File: config.mk
export PLATFORM = sky130hd
export DESIGN_NAME = vepid_csr
export DESIGN_NICKNAME = d
export VERILOG_FILES = /design/src/verilog/vepid_pkg.sv /design/src/verilog/vepid_csr.sv
export SDC_FILE = /design/constraint.sdc
export NUM_CORES = 1
export LEC_CHECK = 0
export BUFFER_PORTS_ARGS = -buffer_cell sky130_fd_sc_hd__buf_2
export CAP_MARGIN = 20
export CELL_PAD_IN_SITES_DETAIL_PLACEMENT = 1
export CELL_PAD_IN_SITES_GLOBAL_PLACEMENT = 2
export CORE_MARGIN = 4
export CORE_UTILIZATION = 36
export DETAILED_ROUTE_END_ITERATION = 7
export PLACE_DENSITY_LB_ADDON = 0.25
export SLEW_MARGIN = 40
export SYNTH_ARGS = -nofsm -noshare
export SYNTH_HDL_FRONTEND = slang
export SYNTH_SLANG_ARGS = --single-unit
File: constraint.sdc
create_clock -name pclk -period 3.6 [get_ports pclk]
set_input_delay 0.72 -clock pclk [delete_from_list [all_inputs] [get_ports pclk]]
set_output_delay 0.72 -clock pclk [all_outputs]
set_load 0.005 [all_outputs]
File: src/verilog/vepid_pkg.sv
package vepid_pkg;

  // register indices, byte address is four times the index
  localparam logic [3:0] VEPID_IDX_EDH_FLAG     = 4'h3;
  localparam logic [3:0] VEPID_IDX_FORMAT       = 4'h4;
  localparam logic [3:0] VEPID_IDX_RESERVED_A_A       = 4'h5;
  localparam logic [3:0] VEPID_IDX_OVERRIDE     = 4'h6;
  localparam logic [3:0] VEPID_IDX_EDH_EXTRACTED_STATUS   = 4'h7;
  localparam logic [3:0] VEPID_IDX_PLACEMENT    = 4'h8;
  localparam logic [3:0] VEPID_IDX_RESERVED_A_B       = 4'h9;
  localparam logic [3:0] VEPID_IDX_LUMA_LOW     = 4'ha;
  localparam logic [3:0] VEPID_IDX_LUMA_HIGH    = 4'hb;
  localparam logic [3:0] VEPID_IDX_CHROMA_LOW   = 4'hc;
  localparam logic [3:0] VEPID_IDX_PROC_CTRL    = 4'hd;
  localparam logic [3:0] VEPID_IDX_IRQ_STATUS   = 4'he;
  localparam logic [3:0] VEPID_IDX_IRQ_MASK     = 4'hf;

  // field positions and widths
  localparam int VEPID_EDH_WR_MSB      = 13;
  localparam int VEPID_EDH_UES_BIT     = 14;
  localparam int VEPID_SCAN_BIT        = 4;
  localparam int VEPID_STANDARD_LOCKED_BIT    = 2;
  localparam int VEPID_V_LOCK_BIT      = 1;
  localparam int VEPID_H_LOCK_BIT      = 0;
  localparam int VEPID_STD_LSB         = 5;
  localparam int VEPID_STD_W           = 5;
  localparam int VEPID_OVR_EN_BIT      = 5;
  localparam int VEPID_FF_V_BIT        = 1;
  localparam int VEPID_AP_V_BIT        = 0;
  localparam int VEPID_EDH_DIS_BIT     = 4;
  localparam int VEPID_PID_DIS_BIT     = 6;
  localparam int VEPID_IRQ_W           = 3;

  // reset values
  localparam logic [15:0] VEPID_RST_ZERO      = 16'h0000;
  localparam logic        VEPID_RST_PLACEMENT = 1'h1;

  // interrupt events: 0 standard lock change, 1 detected standard change, 2 edh crc valid change
  typedef struct packed {
    logic [15:0]            edh_flags;
    logic                   standard_override_enable;
    logic [VEPID_STD_W-1:0] override_standard_code;
    logic                   payload_id_placement_select;
    logic [15:0]            luma_low;
    logic [15:0]            luma_high;
    logic [15:0]            chroma_low;
    logic                   edh_insert_disable;
    logic                   payload_id_insert_disable;
    logic [VEPID_IRQ_W-1:0] irq_status;
    logic [VEPID_IRQ_W-1:0] irq_mask;
  } vepid_ctrl_t;

  typedef struct packed {
    logic [1:0]             lock_sync1;
    logic [1:0]             lock_sync2;
    logic                   standard_locked_sync1;
    logic                   standard_locked_sync2;
    logic                   standard_locked_prev;
    logic                   scan_sync1;
    logic                   scan_sync2;
    logic [VEPID_STD_W-1:0] std_sync1;
    logic [VEPID_STD_W-1:0] std_sync2;
    logic [VEPID_STD_W-1:0] std_prev;
    logic [1:0]             crcv_sync1;
    logic [1:0]             crcv_sync2;
    logic [1:0]             crcv_prev;
    logic                   anc_sync1;
    logic                   anc_sync2;
  } vepid_sense_t;

  typedef struct packed {
    vepid_ctrl_t  ctrl;
    vepid_sense_t sense;
    logic [31:0]  prdata;
    logic         pready;
    logic         pslverr;
    logic         irq;
    logic [VEPID_STD_W-1:0] active_std;
    logic [15:0]  edh_flags_out;
    logic         edh_insert_enable;
    logic         payload_id_insert_enable;
  } vepid_state_t;

endpackage : vepid_pkg

File: src/verilog/vepid_csr.sv
// Overview of operation
// - edh flag word of 16 bits; bits 13..0 writable, 14 and 15 read-only, reset zero
// - format status bit 4 high for interlaced, low for progressive video
// - read-only standard, vertical, horizontal locks in bits 2..0; standard code bits 9..5
// - override bit 5 selects host standard code bits 4..0 over flywheel result
// - placement bit high: first free ancillary space; low: after eav/crc; resets one
// - read-only edh_extracted_status: full-field crc valid bit 1, active-picture bit 0
// - four luma id bytes in two words, even byte high, odd byte low
// - chroma id bytes 2 and 1 in a writable word, byte 2 high, reset zero
// - processing control bit 4 high disables edh crc correction and insertion
// - processing control bit 6 high disables payload id packet insertion
module vepid_csr
  import vepid_pkg::*;
(
  input  wire logic                   pclk,
  input  wire logic                   presetn,
  input  wire logic                   psel,
  input  wire logic                   penable,
  input  wire logic                   pwrite,
  input  wire logic [11:0]            paddr,
  input  wire logic [31:0]            pwdata,
  input  wire logic [3:0]             pstrb,
  output logic      [31:0]            prdata,
  output logic                        pready,
  output logic                        pslverr,
  output logic                        irq,
  input  wire logic                   h_lock_in,
  input  wire logic                   v_lock_in,
  input  wire logic                   standard_locked_in,
  input  wire logic                   interlaced_in,
  input  wire logic [VEPID_STD_W-1:0] detected_standard_code_in,
  input  wire logic                   full_field_crc_valid_in,
  input  wire logic                   active_picture_crc_valid_in,
  input  wire logic                   anc_unknown_status_flag_in,
  output logic      [VEPID_STD_W-1:0] active_standard_code,
  output logic      [15:0]            edh_flags_out,
  output logic                        edh_insert_enable,
  output logic                        payload_id_insert_enable,
  output logic                        payload_id_placement_select,
  output logic      [15:0]            luma_payload_id_low,
  output logic      [15:0]            luma_payload_id_high,
  output logic      [15:0]            chroma_payload_id_low
);

  vepid_state_t state;
  vepid_state_t next_state;

  // combinational view of the decoded request
  logic                   access;
  logic                   wr_en;
  logic [3:0]             idx;
  logic                   mapped;
  logic [15:0]            rd_word;
  logic [15:0]            wr_word;
  logic [VEPID_IRQ_W-1:0] events;
  logic [VEPID_STD_W-1:0] std_sel;

  always_comb begin
    next_state = state;
    access     = psel && penable && !state.pready;
    idx        = paddr[5:2];
    mapped     = (paddr[11:6] == 6'h00) && (paddr[1:0] == 2'h0) && (idx >= VEPID_IDX_EDH_FLAG);
    wr_en      = access && pwrite && mapped;
    // byte lanes merged over current word; only lanes 0 and 1 carry data
    rd_word    = 16'h0000;
    wr_word    = 16'h0000;

    // pins come from the video logic in another domain: two flops before use
    next_state.sense.lock_sync1     = {v_lock_in, h_lock_in};
    next_state.sense.lock_sync2     = state.sense.lock_sync1;
    next_state.sense.standard_locked_sync1 = standard_locked_in;
    next_state.sense.standard_locked_sync2 = state.sense.standard_locked_sync1;
    next_state.sense.standard_locked_prev  = state.sense.standard_locked_sync2;
    next_state.sense.scan_sync1     = interlaced_in;
    next_state.sense.scan_sync2     = state.sense.scan_sync1;
    next_state.sense.std_sync1      = detected_standard_code_in;
    next_state.sense.std_sync2      = state.sense.std_sync1;
    next_state.sense.std_prev       = state.sense.std_sync2;
    next_state.sense.crcv_sync1     = {full_field_crc_valid_in, active_picture_crc_valid_in};
    next_state.sense.crcv_sync2     = state.sense.crcv_sync1;
    next_state.sense.crcv_prev      = state.sense.crcv_sync2;
    next_state.sense.anc_sync1      = anc_unknown_status_flag_in;
    next_state.sense.anc_sync2      = state.sense.anc_sync1;

    // read mux
    case (idx)
      VEPID_IDX_EDH_FLAG: begin
        rd_word = state.ctrl.edh_flags;
      end
      VEPID_IDX_FORMAT: begin
        rd_word[VEPID_STD_LSB +: VEPID_STD_W] = state.sense.std_sync2;
        rd_word[VEPID_SCAN_BIT]               = state.sense.scan_sync2;
        rd_word[VEPID_STANDARD_LOCKED_BIT]           = state.sense.standard_locked_sync2;
        rd_word[VEPID_V_LOCK_BIT]             = state.sense.lock_sync2[1];
        rd_word[VEPID_H_LOCK_BIT]             = state.sense.lock_sync2[0];
      end
      VEPID_IDX_OVERRIDE: begin
        rd_word[VEPID_OVR_EN_BIT]      = state.ctrl.standard_override_enable;
        rd_word[VEPID_STD_W-1:0]       = state.ctrl.override_standard_code;
      end
      VEPID_IDX_EDH_EXTRACTED_STATUS: begin
        rd_word[VEPID_FF_V_BIT] = state.sense.crcv_sync2[1];
        rd_word[VEPID_AP_V_BIT] = state.sense.crcv_sync2[0];
      end
      VEPID_IDX_PLACEMENT: begin
        rd_word[0] = state.ctrl.payload_id_placement_select;
      end
      VEPID_IDX_LUMA_LOW: begin
        rd_word = state.ctrl.luma_low;
      end
      VEPID_IDX_LUMA_HIGH: begin
        rd_word = state.ctrl.luma_high;
      end
      VEPID_IDX_CHROMA_LOW: begin
        rd_word = state.ctrl.chroma_low;
      end
      VEPID_IDX_PROC_CTRL: begin
        rd_word[VEPID_EDH_DIS_BIT] = state.ctrl.edh_insert_disable;
        rd_word[VEPID_PID_DIS_BIT] = state.ctrl.payload_id_insert_disable;
      end
      VEPID_IDX_IRQ_STATUS: begin
        rd_word[VEPID_IRQ_W-1:0] = state.ctrl.irq_status;
      end
      VEPID_IDX_IRQ_MASK: begin
        rd_word[VEPID_IRQ_W-1:0] = state.ctrl.irq_mask;
      end
      default: begin
        rd_word = 16'h0000; // reserved words read zero
      end
    endcase

    wr_word[7:0]  = pstrb[0] ? pwdata[7:0]  : rd_word[7:0];
    wr_word[15:8] = pstrb[1] ? pwdata[15:8] : rd_word[15:8];

    // ues flag is driven from the packet extractor, never from software
    next_state.ctrl.edh_flags[VEPID_EDH_UES_BIT] = state.sense.anc_sync2;
    next_state.ctrl.edh_flags[15]                = 1'h0;

    // register writes
    if (wr_en) begin
      case (idx)
        VEPID_IDX_EDH_FLAG: begin
          next_state.ctrl.edh_flags[VEPID_EDH_WR_MSB:0] = wr_word[VEPID_EDH_WR_MSB:0];
        end
        VEPID_IDX_OVERRIDE: begin
          next_state.ctrl.standard_override_enable = wr_word[VEPID_OVR_EN_BIT];
          next_state.ctrl.override_standard_code   = wr_word[VEPID_STD_W-1:0];
        end
        VEPID_IDX_PLACEMENT: begin
          next_state.ctrl.payload_id_placement_select = wr_word[0];
        end
        VEPID_IDX_LUMA_LOW: begin
          next_state.ctrl.luma_low = wr_word;
        end
        VEPID_IDX_LUMA_HIGH: begin
          next_state.ctrl.luma_high = wr_word;
        end
        VEPID_IDX_CHROMA_LOW: begin
          next_state.ctrl.chroma_low = wr_word;
        end
        VEPID_IDX_PROC_CTRL: begin
          next_state.ctrl.edh_insert_disable        = wr_word[VEPID_EDH_DIS_BIT];
          next_state.ctrl.payload_id_insert_disable = wr_word[VEPID_PID_DIS_BIT];
        end
        VEPID_IDX_IRQ_MASK: begin
          next_state.ctrl.irq_mask = wr_word[VEPID_IRQ_W-1:0];
        end
        default: begin
          next_state.ctrl = next_state.ctrl; // read-only or status handled below
        end
      endcase
    end

    // sticky events; a set in the clearing cycle wins over the write-one clear
    events[0] = state.sense.standard_locked_sync2 != state.sense.standard_locked_prev;
    events[1] = state.sense.std_sync2 != state.sense.std_prev;
    events[2] = |(state.sense.crcv_sync2 ^ state.sense.crcv_prev);
    if (wr_en && idx == VEPID_IDX_IRQ_STATUS) begin
      // a disabled lane clears nothing; the merged word would clear every set bit
      next_state.ctrl.irq_status = state.ctrl.irq_status & ~(pwdata[VEPID_IRQ_W-1:0] & {VEPID_IRQ_W{pstrb[0]}});
    end
    next_state.ctrl.irq_status = next_state.ctrl.irq_status | events;
    next_state.irq = |(next_state.ctrl.irq_status & next_state.ctrl.irq_mask);

    // apb answer: one wait state, registered data
    next_state.pready  = access;
    next_state.pslverr = access && !mapped;
    next_state.prdata  = (access && !pwrite && mapped) ? {16'h0000, rd_word} : 32'h0000_0000;

    // video-side outputs
    std_sel = next_state.ctrl.standard_override_enable ? next_state.ctrl.override_standard_code
                                                       : state.sense.std_sync2;
    next_state.active_std               = std_sel;
    // flags only reach the packet builder while edh insertion is on
    next_state.edh_insert_enable        = !next_state.ctrl.edh_insert_disable;
    next_state.edh_flags_out            = next_state.edh_insert_enable ? next_state.ctrl.edh_flags
                                                                       : 16'h0000;
    next_state.payload_id_insert_enable = !next_state.ctrl.payload_id_insert_disable;
  end

  // single state register; reset to constants only
  always_ff @(posedge pclk or negedge presetn) begin
    if (!presetn) begin
      state                                  <= '0;
      state.ctrl.edh_flags                   <= VEPID_RST_ZERO;
      state.ctrl.chroma_low                  <= VEPID_RST_ZERO;
      state.ctrl.payload_id_placement_select <= VEPID_RST_PLACEMENT;
      state.edh_insert_enable                <= 1'h1;
      state.payload_id_insert_enable         <= 1'h1;
    end else begin
      state <= next_state;
    end
  end

  assign prdata                      = state.prdata;
  assign pready                      = state.pready;
  assign pslverr                     = state.pslverr;
  assign irq                         = state.irq;
  assign active_standard_code        = state.active_std;
  assign edh_flags_out               = state.edh_flags_out;
  assign edh_insert_enable           = state.edh_insert_enable;
  assign payload_id_insert_enable    = state.payload_id_insert_enable;
  assign payload_id_placement_select = state.ctrl.payload_id_placement_select;
  assign luma_payload_id_low         = state.ctrl.luma_low;
  assign luma_payload_id_high        = state.ctrl.luma_high;
  assign chroma_payload_id_low       = state.ctrl.chroma_low;

endmodule : vepid_csr

## Word-level counts from Yosys, hierarchy flattened

Cells that the tools add are included.

| word-level totals | value |
|---|---|
| register bits after elaboration | 152 |
| input port bits | 65 |
| output and inout port bits | 107 |
| word-level logic and storage cells | 101 |

| operators by class | value |
|---|---|
| order comparisons | 1 |
| equal/unequal tests | 13 |
| mux-type cells | 24 |
| bitwise operators | 6 |
| reductions and logical operators | 23 |

Operators by type and width:

| kind | number |
|---|---|
| 77-bit two-way mux | 1 |
| 16-bit two-way mux | 4 |
| 4-bit equality test, second input constant | 7 |
| 6-bit one-hot mux with 4 select lines | 1 |
| 8-bit two-way mux | 2 |
| 15-bit two-way mux | 1 |
| 3-bit one-hot mux with 5 select lines | 1 |
| 14-bit two-way mux | 1 |
| 4-bit by 3-bit equality test with 1-bit output, second input constant | 3 |
| 1-bit one-hot mux with 6 select lines | 2 |
| 1-bit logical AND | 10 |
| 1-bit one-hot mux with 10 select lines | 1 |
| 3-bit AND | 3 |
| 1-bit one-hot mux with 9 select lines | 1 |
| 1-bit one-hot mux with 8 select lines | 1 |
| 2-bit AND reduction | 4 |
| 1-bit one-hot mux with 7 select lines | 1 |
| 6-bit zero test | 1 |
| 3-bit two-way mux | 2 |
| 6-bit two-way mux | 1 |
| 1-bit zero test | 5 |
| 5-bit two-way mux | 1 |
| 5-bit != test | 1 |
| 1-bit one-hot mux with 5 select lines | 1 |
| 11 further kinds | 11 |

## Depth between registers and ports, before layout

| depth | value |
|---|---|
| depth after elaboration | 9 |
| gate-level depth with buffers | 9 |
| depth with buffers taken out | 6 |

## Worst setup path before layout

OpenSTA, ideal clock, no wires.

| timing | value |
|---|---|
| path type | input-to-reg |
| start point | input paddr[7] |
| end point | register state, in the netlist active_standard_code[0] |
| setup time | 0.125 ns |
| arrival | 2.510 ns |
| data required time | 3.475 ns |
| slack | 0.965 ns |
| cell stages on the path | 6 |
| buffers on the path | 0 |
| cells stage by stage | or4_4 or2_4 or3_4 nand2_1 o21a_4 mux2_4 |

RTL lines:

| element | line | source |
|---|---|---|
| from (decl) | vepid_csr.sv:20 | `input wire logic [11:0] paddr,` |
| to (signal assigned) | vepid_csr.sv:211 | `state <= next_state;` |
| to (decl) | vepid_csr.sv:45 | `vepid_state_t state;` |

==> results.toml <==
[critical_path]
worstRegToRegCells = 7
critPathSlowestCell = "o21ai_0"
critPathKind = "input port to register"
cp_data_arrival_time_ps = 3050
cpPeakStageDelay_ps = 420
end_kind = "register"
worstPathRequired_ps = 3950
worst-path-buf-inv = 2
crit_top_cell = "nor2b_1"
startpoint_type = "input port"
critical_path_depth = 8
path_max_fanout = 20
path_cells = "buf_2 -> buf_4 -> nor2b_1 -> a22o_1 -> a32oi_1 -> a31o_2 -> o21ai_0 -> nor2b_1"
cpLargestDelayFamily = "compound AO/OA/AOI/OAI gates"

[power_and_ir_drop]
p_per_area_mw_per_mm2 = 463
leakagePower_nw = 3.86
peakVddDrop_v = 0.000301

[finish]
nFillCells = 2176
syn_to_final_growth_pct = 13.5
final-seq-area_sq_mm = 0.00378
drive_above_1_share_pct = 30.2
multi_input_area_sq_mm = 0.00241
n_antenna_cell = 0
post-route-util_pct = 42.2
nNetsFinal = 803

[timing]
slew_headroom_pct = 51.0
slew_viol_final = 0
rsz0062_at_grt = "no"
final_hold_viol_count = 0
fin_tns_setup_ps = 0
worst_pin_slew_ps = 729
min_period_ps = 2700
clock_skew_ps = 8.57
fmax_ghz = 0.371
setup_viol = 0
min_period_over_period_pct = 74.9

[drt]
drtIter0Drc = 315
ant_nets = 0
dr_wl_met2_um = 10000
drt_wl_total_um = 20800
wire_per_inst_um = 20.5
vias = 5040
met3_length_um = 1240
highest_layer = "met5"
viasPerCell = 4.99
drc = 0
wl_met1_um = 9240
dr.pass1.iters = 4

[logic_synthesis]
synth_warnings = 0
synthAdderAreaFrac_pct = 0
synthMuxAreaShare_pct = 4.05
yosys.area_share.xor_xnor_pct = 0.991
yosysSeqAreaShare_pct = 53.5
synthesis.area_sq_mm = 0.00707
synthSimpleGateAreaFrac_pct = 15.0
synth_top_family_by_area = "simple AND/OR/NAND/NOR gates"
yosys-top-cells-area = "dfrtp_1, buf_4, o21ai_0, nand2_1, nor2b_1"
synth_compound_area_share_pct = 13.0
ys_seq_elements = 151
ys.flop_type = "dfrtp_1"
yosys.area.top_type = "dfrtp_1"
netlist_instances = 677
synth.top_cell.area_share_pct = 52.4
avgSynthCellArea_sq_um = 10.4
netlist_top_cells_count = "dfrtp_1, buf_4, nand2_1"
synthDistinctLibCells = 63
synth_enable_flop_cells = 0
synth_most_common_cell = "dfrtp_1"
async_reset_ff_share_pct = 100

[global_routing]
grt_pass1_wl_um = 32000
grt_max_degree = 91
antenna_found_initial = 1
track_usage_pct = 19.1
grt_pass1_vias = 5384
overflow = 0

[clocking]
cts_buffers = 17
root_buffer = "clkbuf_16"
insertion_delay_ps = 420
cts_tree = "built"
cts_setup_buffers = 0
cts_resized = 0
path_clk_slew_ps = 60
holdBufCountCts = 0
cts_max_level = 4
clock_path_buffers = 2
cts.sinks = 151

[floorplanning]
die_width_um = 148
rows = 50
ios = 172
core_sq_mm = 0.0190
die_h_um = 148
dieArea_sq_mm = 0.0219
initial_core_util_pct = 37.2

[job]
cap_violations = 0

[place]
port_buffers = 136
dp.final_hpwl_um = 15300
gp_congestion = 0.890

[outcome]
outcome = "complete, no violations"

[worst_hold_path]
worst_hold_path_type = "input port to asynchronous set/reset pin"
[kinds of logic (layout without fill, tap and decap cells)]
family                    after synthesis  after routing
buffers and inverters                 146            204
and+or+nand+nor                       206            206
muxes                                  24             24
DFF                                   151            151
AOI/OAI and AO/OA                     141            141
other                                   1             17
xor gates and xnor gates                8              8
[sequential cells by signal, indices dropped and copies added, names as in the netlist]
name                         cells
state                           41
next_state                      20
chroma_payload_id_low           16
luma_payload_id_high            16
luma_payload_id_low             16
prdata                          16
edh_flags_out                   15
active_standard_code             5
edh_insert_enable                1
irq                              1
payload_id_insert_enable         1
payload_id_placement_select      1
pready                           1
pslverr                          1
[cells in the final DEF, fill, tap and decap left out, types with 4 or more instances in the layout]
| cell | instances |
|---|---|
| a21boi_0 | 5 |
| mux2_4 | 5 |
| a21oi_1 | 11 |
| inv_1 | 12 |
| xor2_1 | 6 |
| clkinvlp_4 | 5 |
| nand2_2 | 5 |
| and3_1 | 4 |
| o31ai_1 | 4 |
| o21ai_0 | 68 |
| mux2i_1 | 11 |
| nand4_1 | 5 |
| mux2_2 | 7 |
| a22oi_1 | 6 |
| buf_2 | 135 |
| clkbuf_16 | 17 |
| a21o_1 | 6 |
| a22o_1 | 9 |
| nor2_1 | 25 |
| nor3_1 | 7 |
| nand3b_1 | 16 |
| dfrtp_1 | 148 |
| nor2b_1 | 29 |
| nand2_1 | 89 |
| conb_1 | 17 |
| o21ai_2 | 6 |
| buf_4 | 23 |
| nand2b_1 | 6 |
[power by group]
| group | internal (mW) | switching (mW) |
|---|---|---|
| clock | 1.06 | 0.704 |
| sequential | 1.72 | 0.0154 |
| combinational | 0.0743 | 0.140 |
| total | 2.85 | 0.859 |
[worst reg2reg max path, cell delays in order (launching register included)]
cell	delay (ps)
dfrtp_1	390
nand4b_1	400
nor3_1	290
buf_4	160
nand2_1	320
buf_4	320
o21ai_0	290
nor2b_1	180
[path summary, 6_finish.rpt]
path | slack (ps) | from | endpoint
max in group asynchronous | 2430 | presetn | prdata[10]
hold / removal | 280 | presetn | next_state[72]
setup / recovery | 900 | paddr[5] | edh_flags_out[1]
hold reg to reg | 350 | next_state[72] | next_state[67]
min in group pclk | 350 | next_state[72] | next_state[67]
setup reg to reg | 1180 | pready | edh_flags_out[7]
[layout make-up]
type	count	share of cell area [%]
sequential	151	47.1
multi-input combinational	396	30.0
timing repair buffer	160	11.0
clock buffer	21	5.74
tap	260	4.05
clock inverter	11	1.56
inverter	12	0.561
[per-layer routing]
metal,vias to the layer above,GRT usage [%]
met5,-,0
met4,2,4.94
met3,22,4.60
met2,163,31.3
met1,2547,25.7
li1,2306,-
[stage by stage]
step                power (mW)  cell area [sq um]  hold slack, ps  instances  setup slack [ps]
floorplan                 1.88               7130             331        693               965
global placement          1.98               7430             336        979               494
CTS                       3.77               8020             280       1011               926
global route              3.86               8020             315       1011               744
finish                    3.71               8020             276       1011               903
detailed placement        1.99               7440             336        979               476
(Power assumes the default switching activity.)
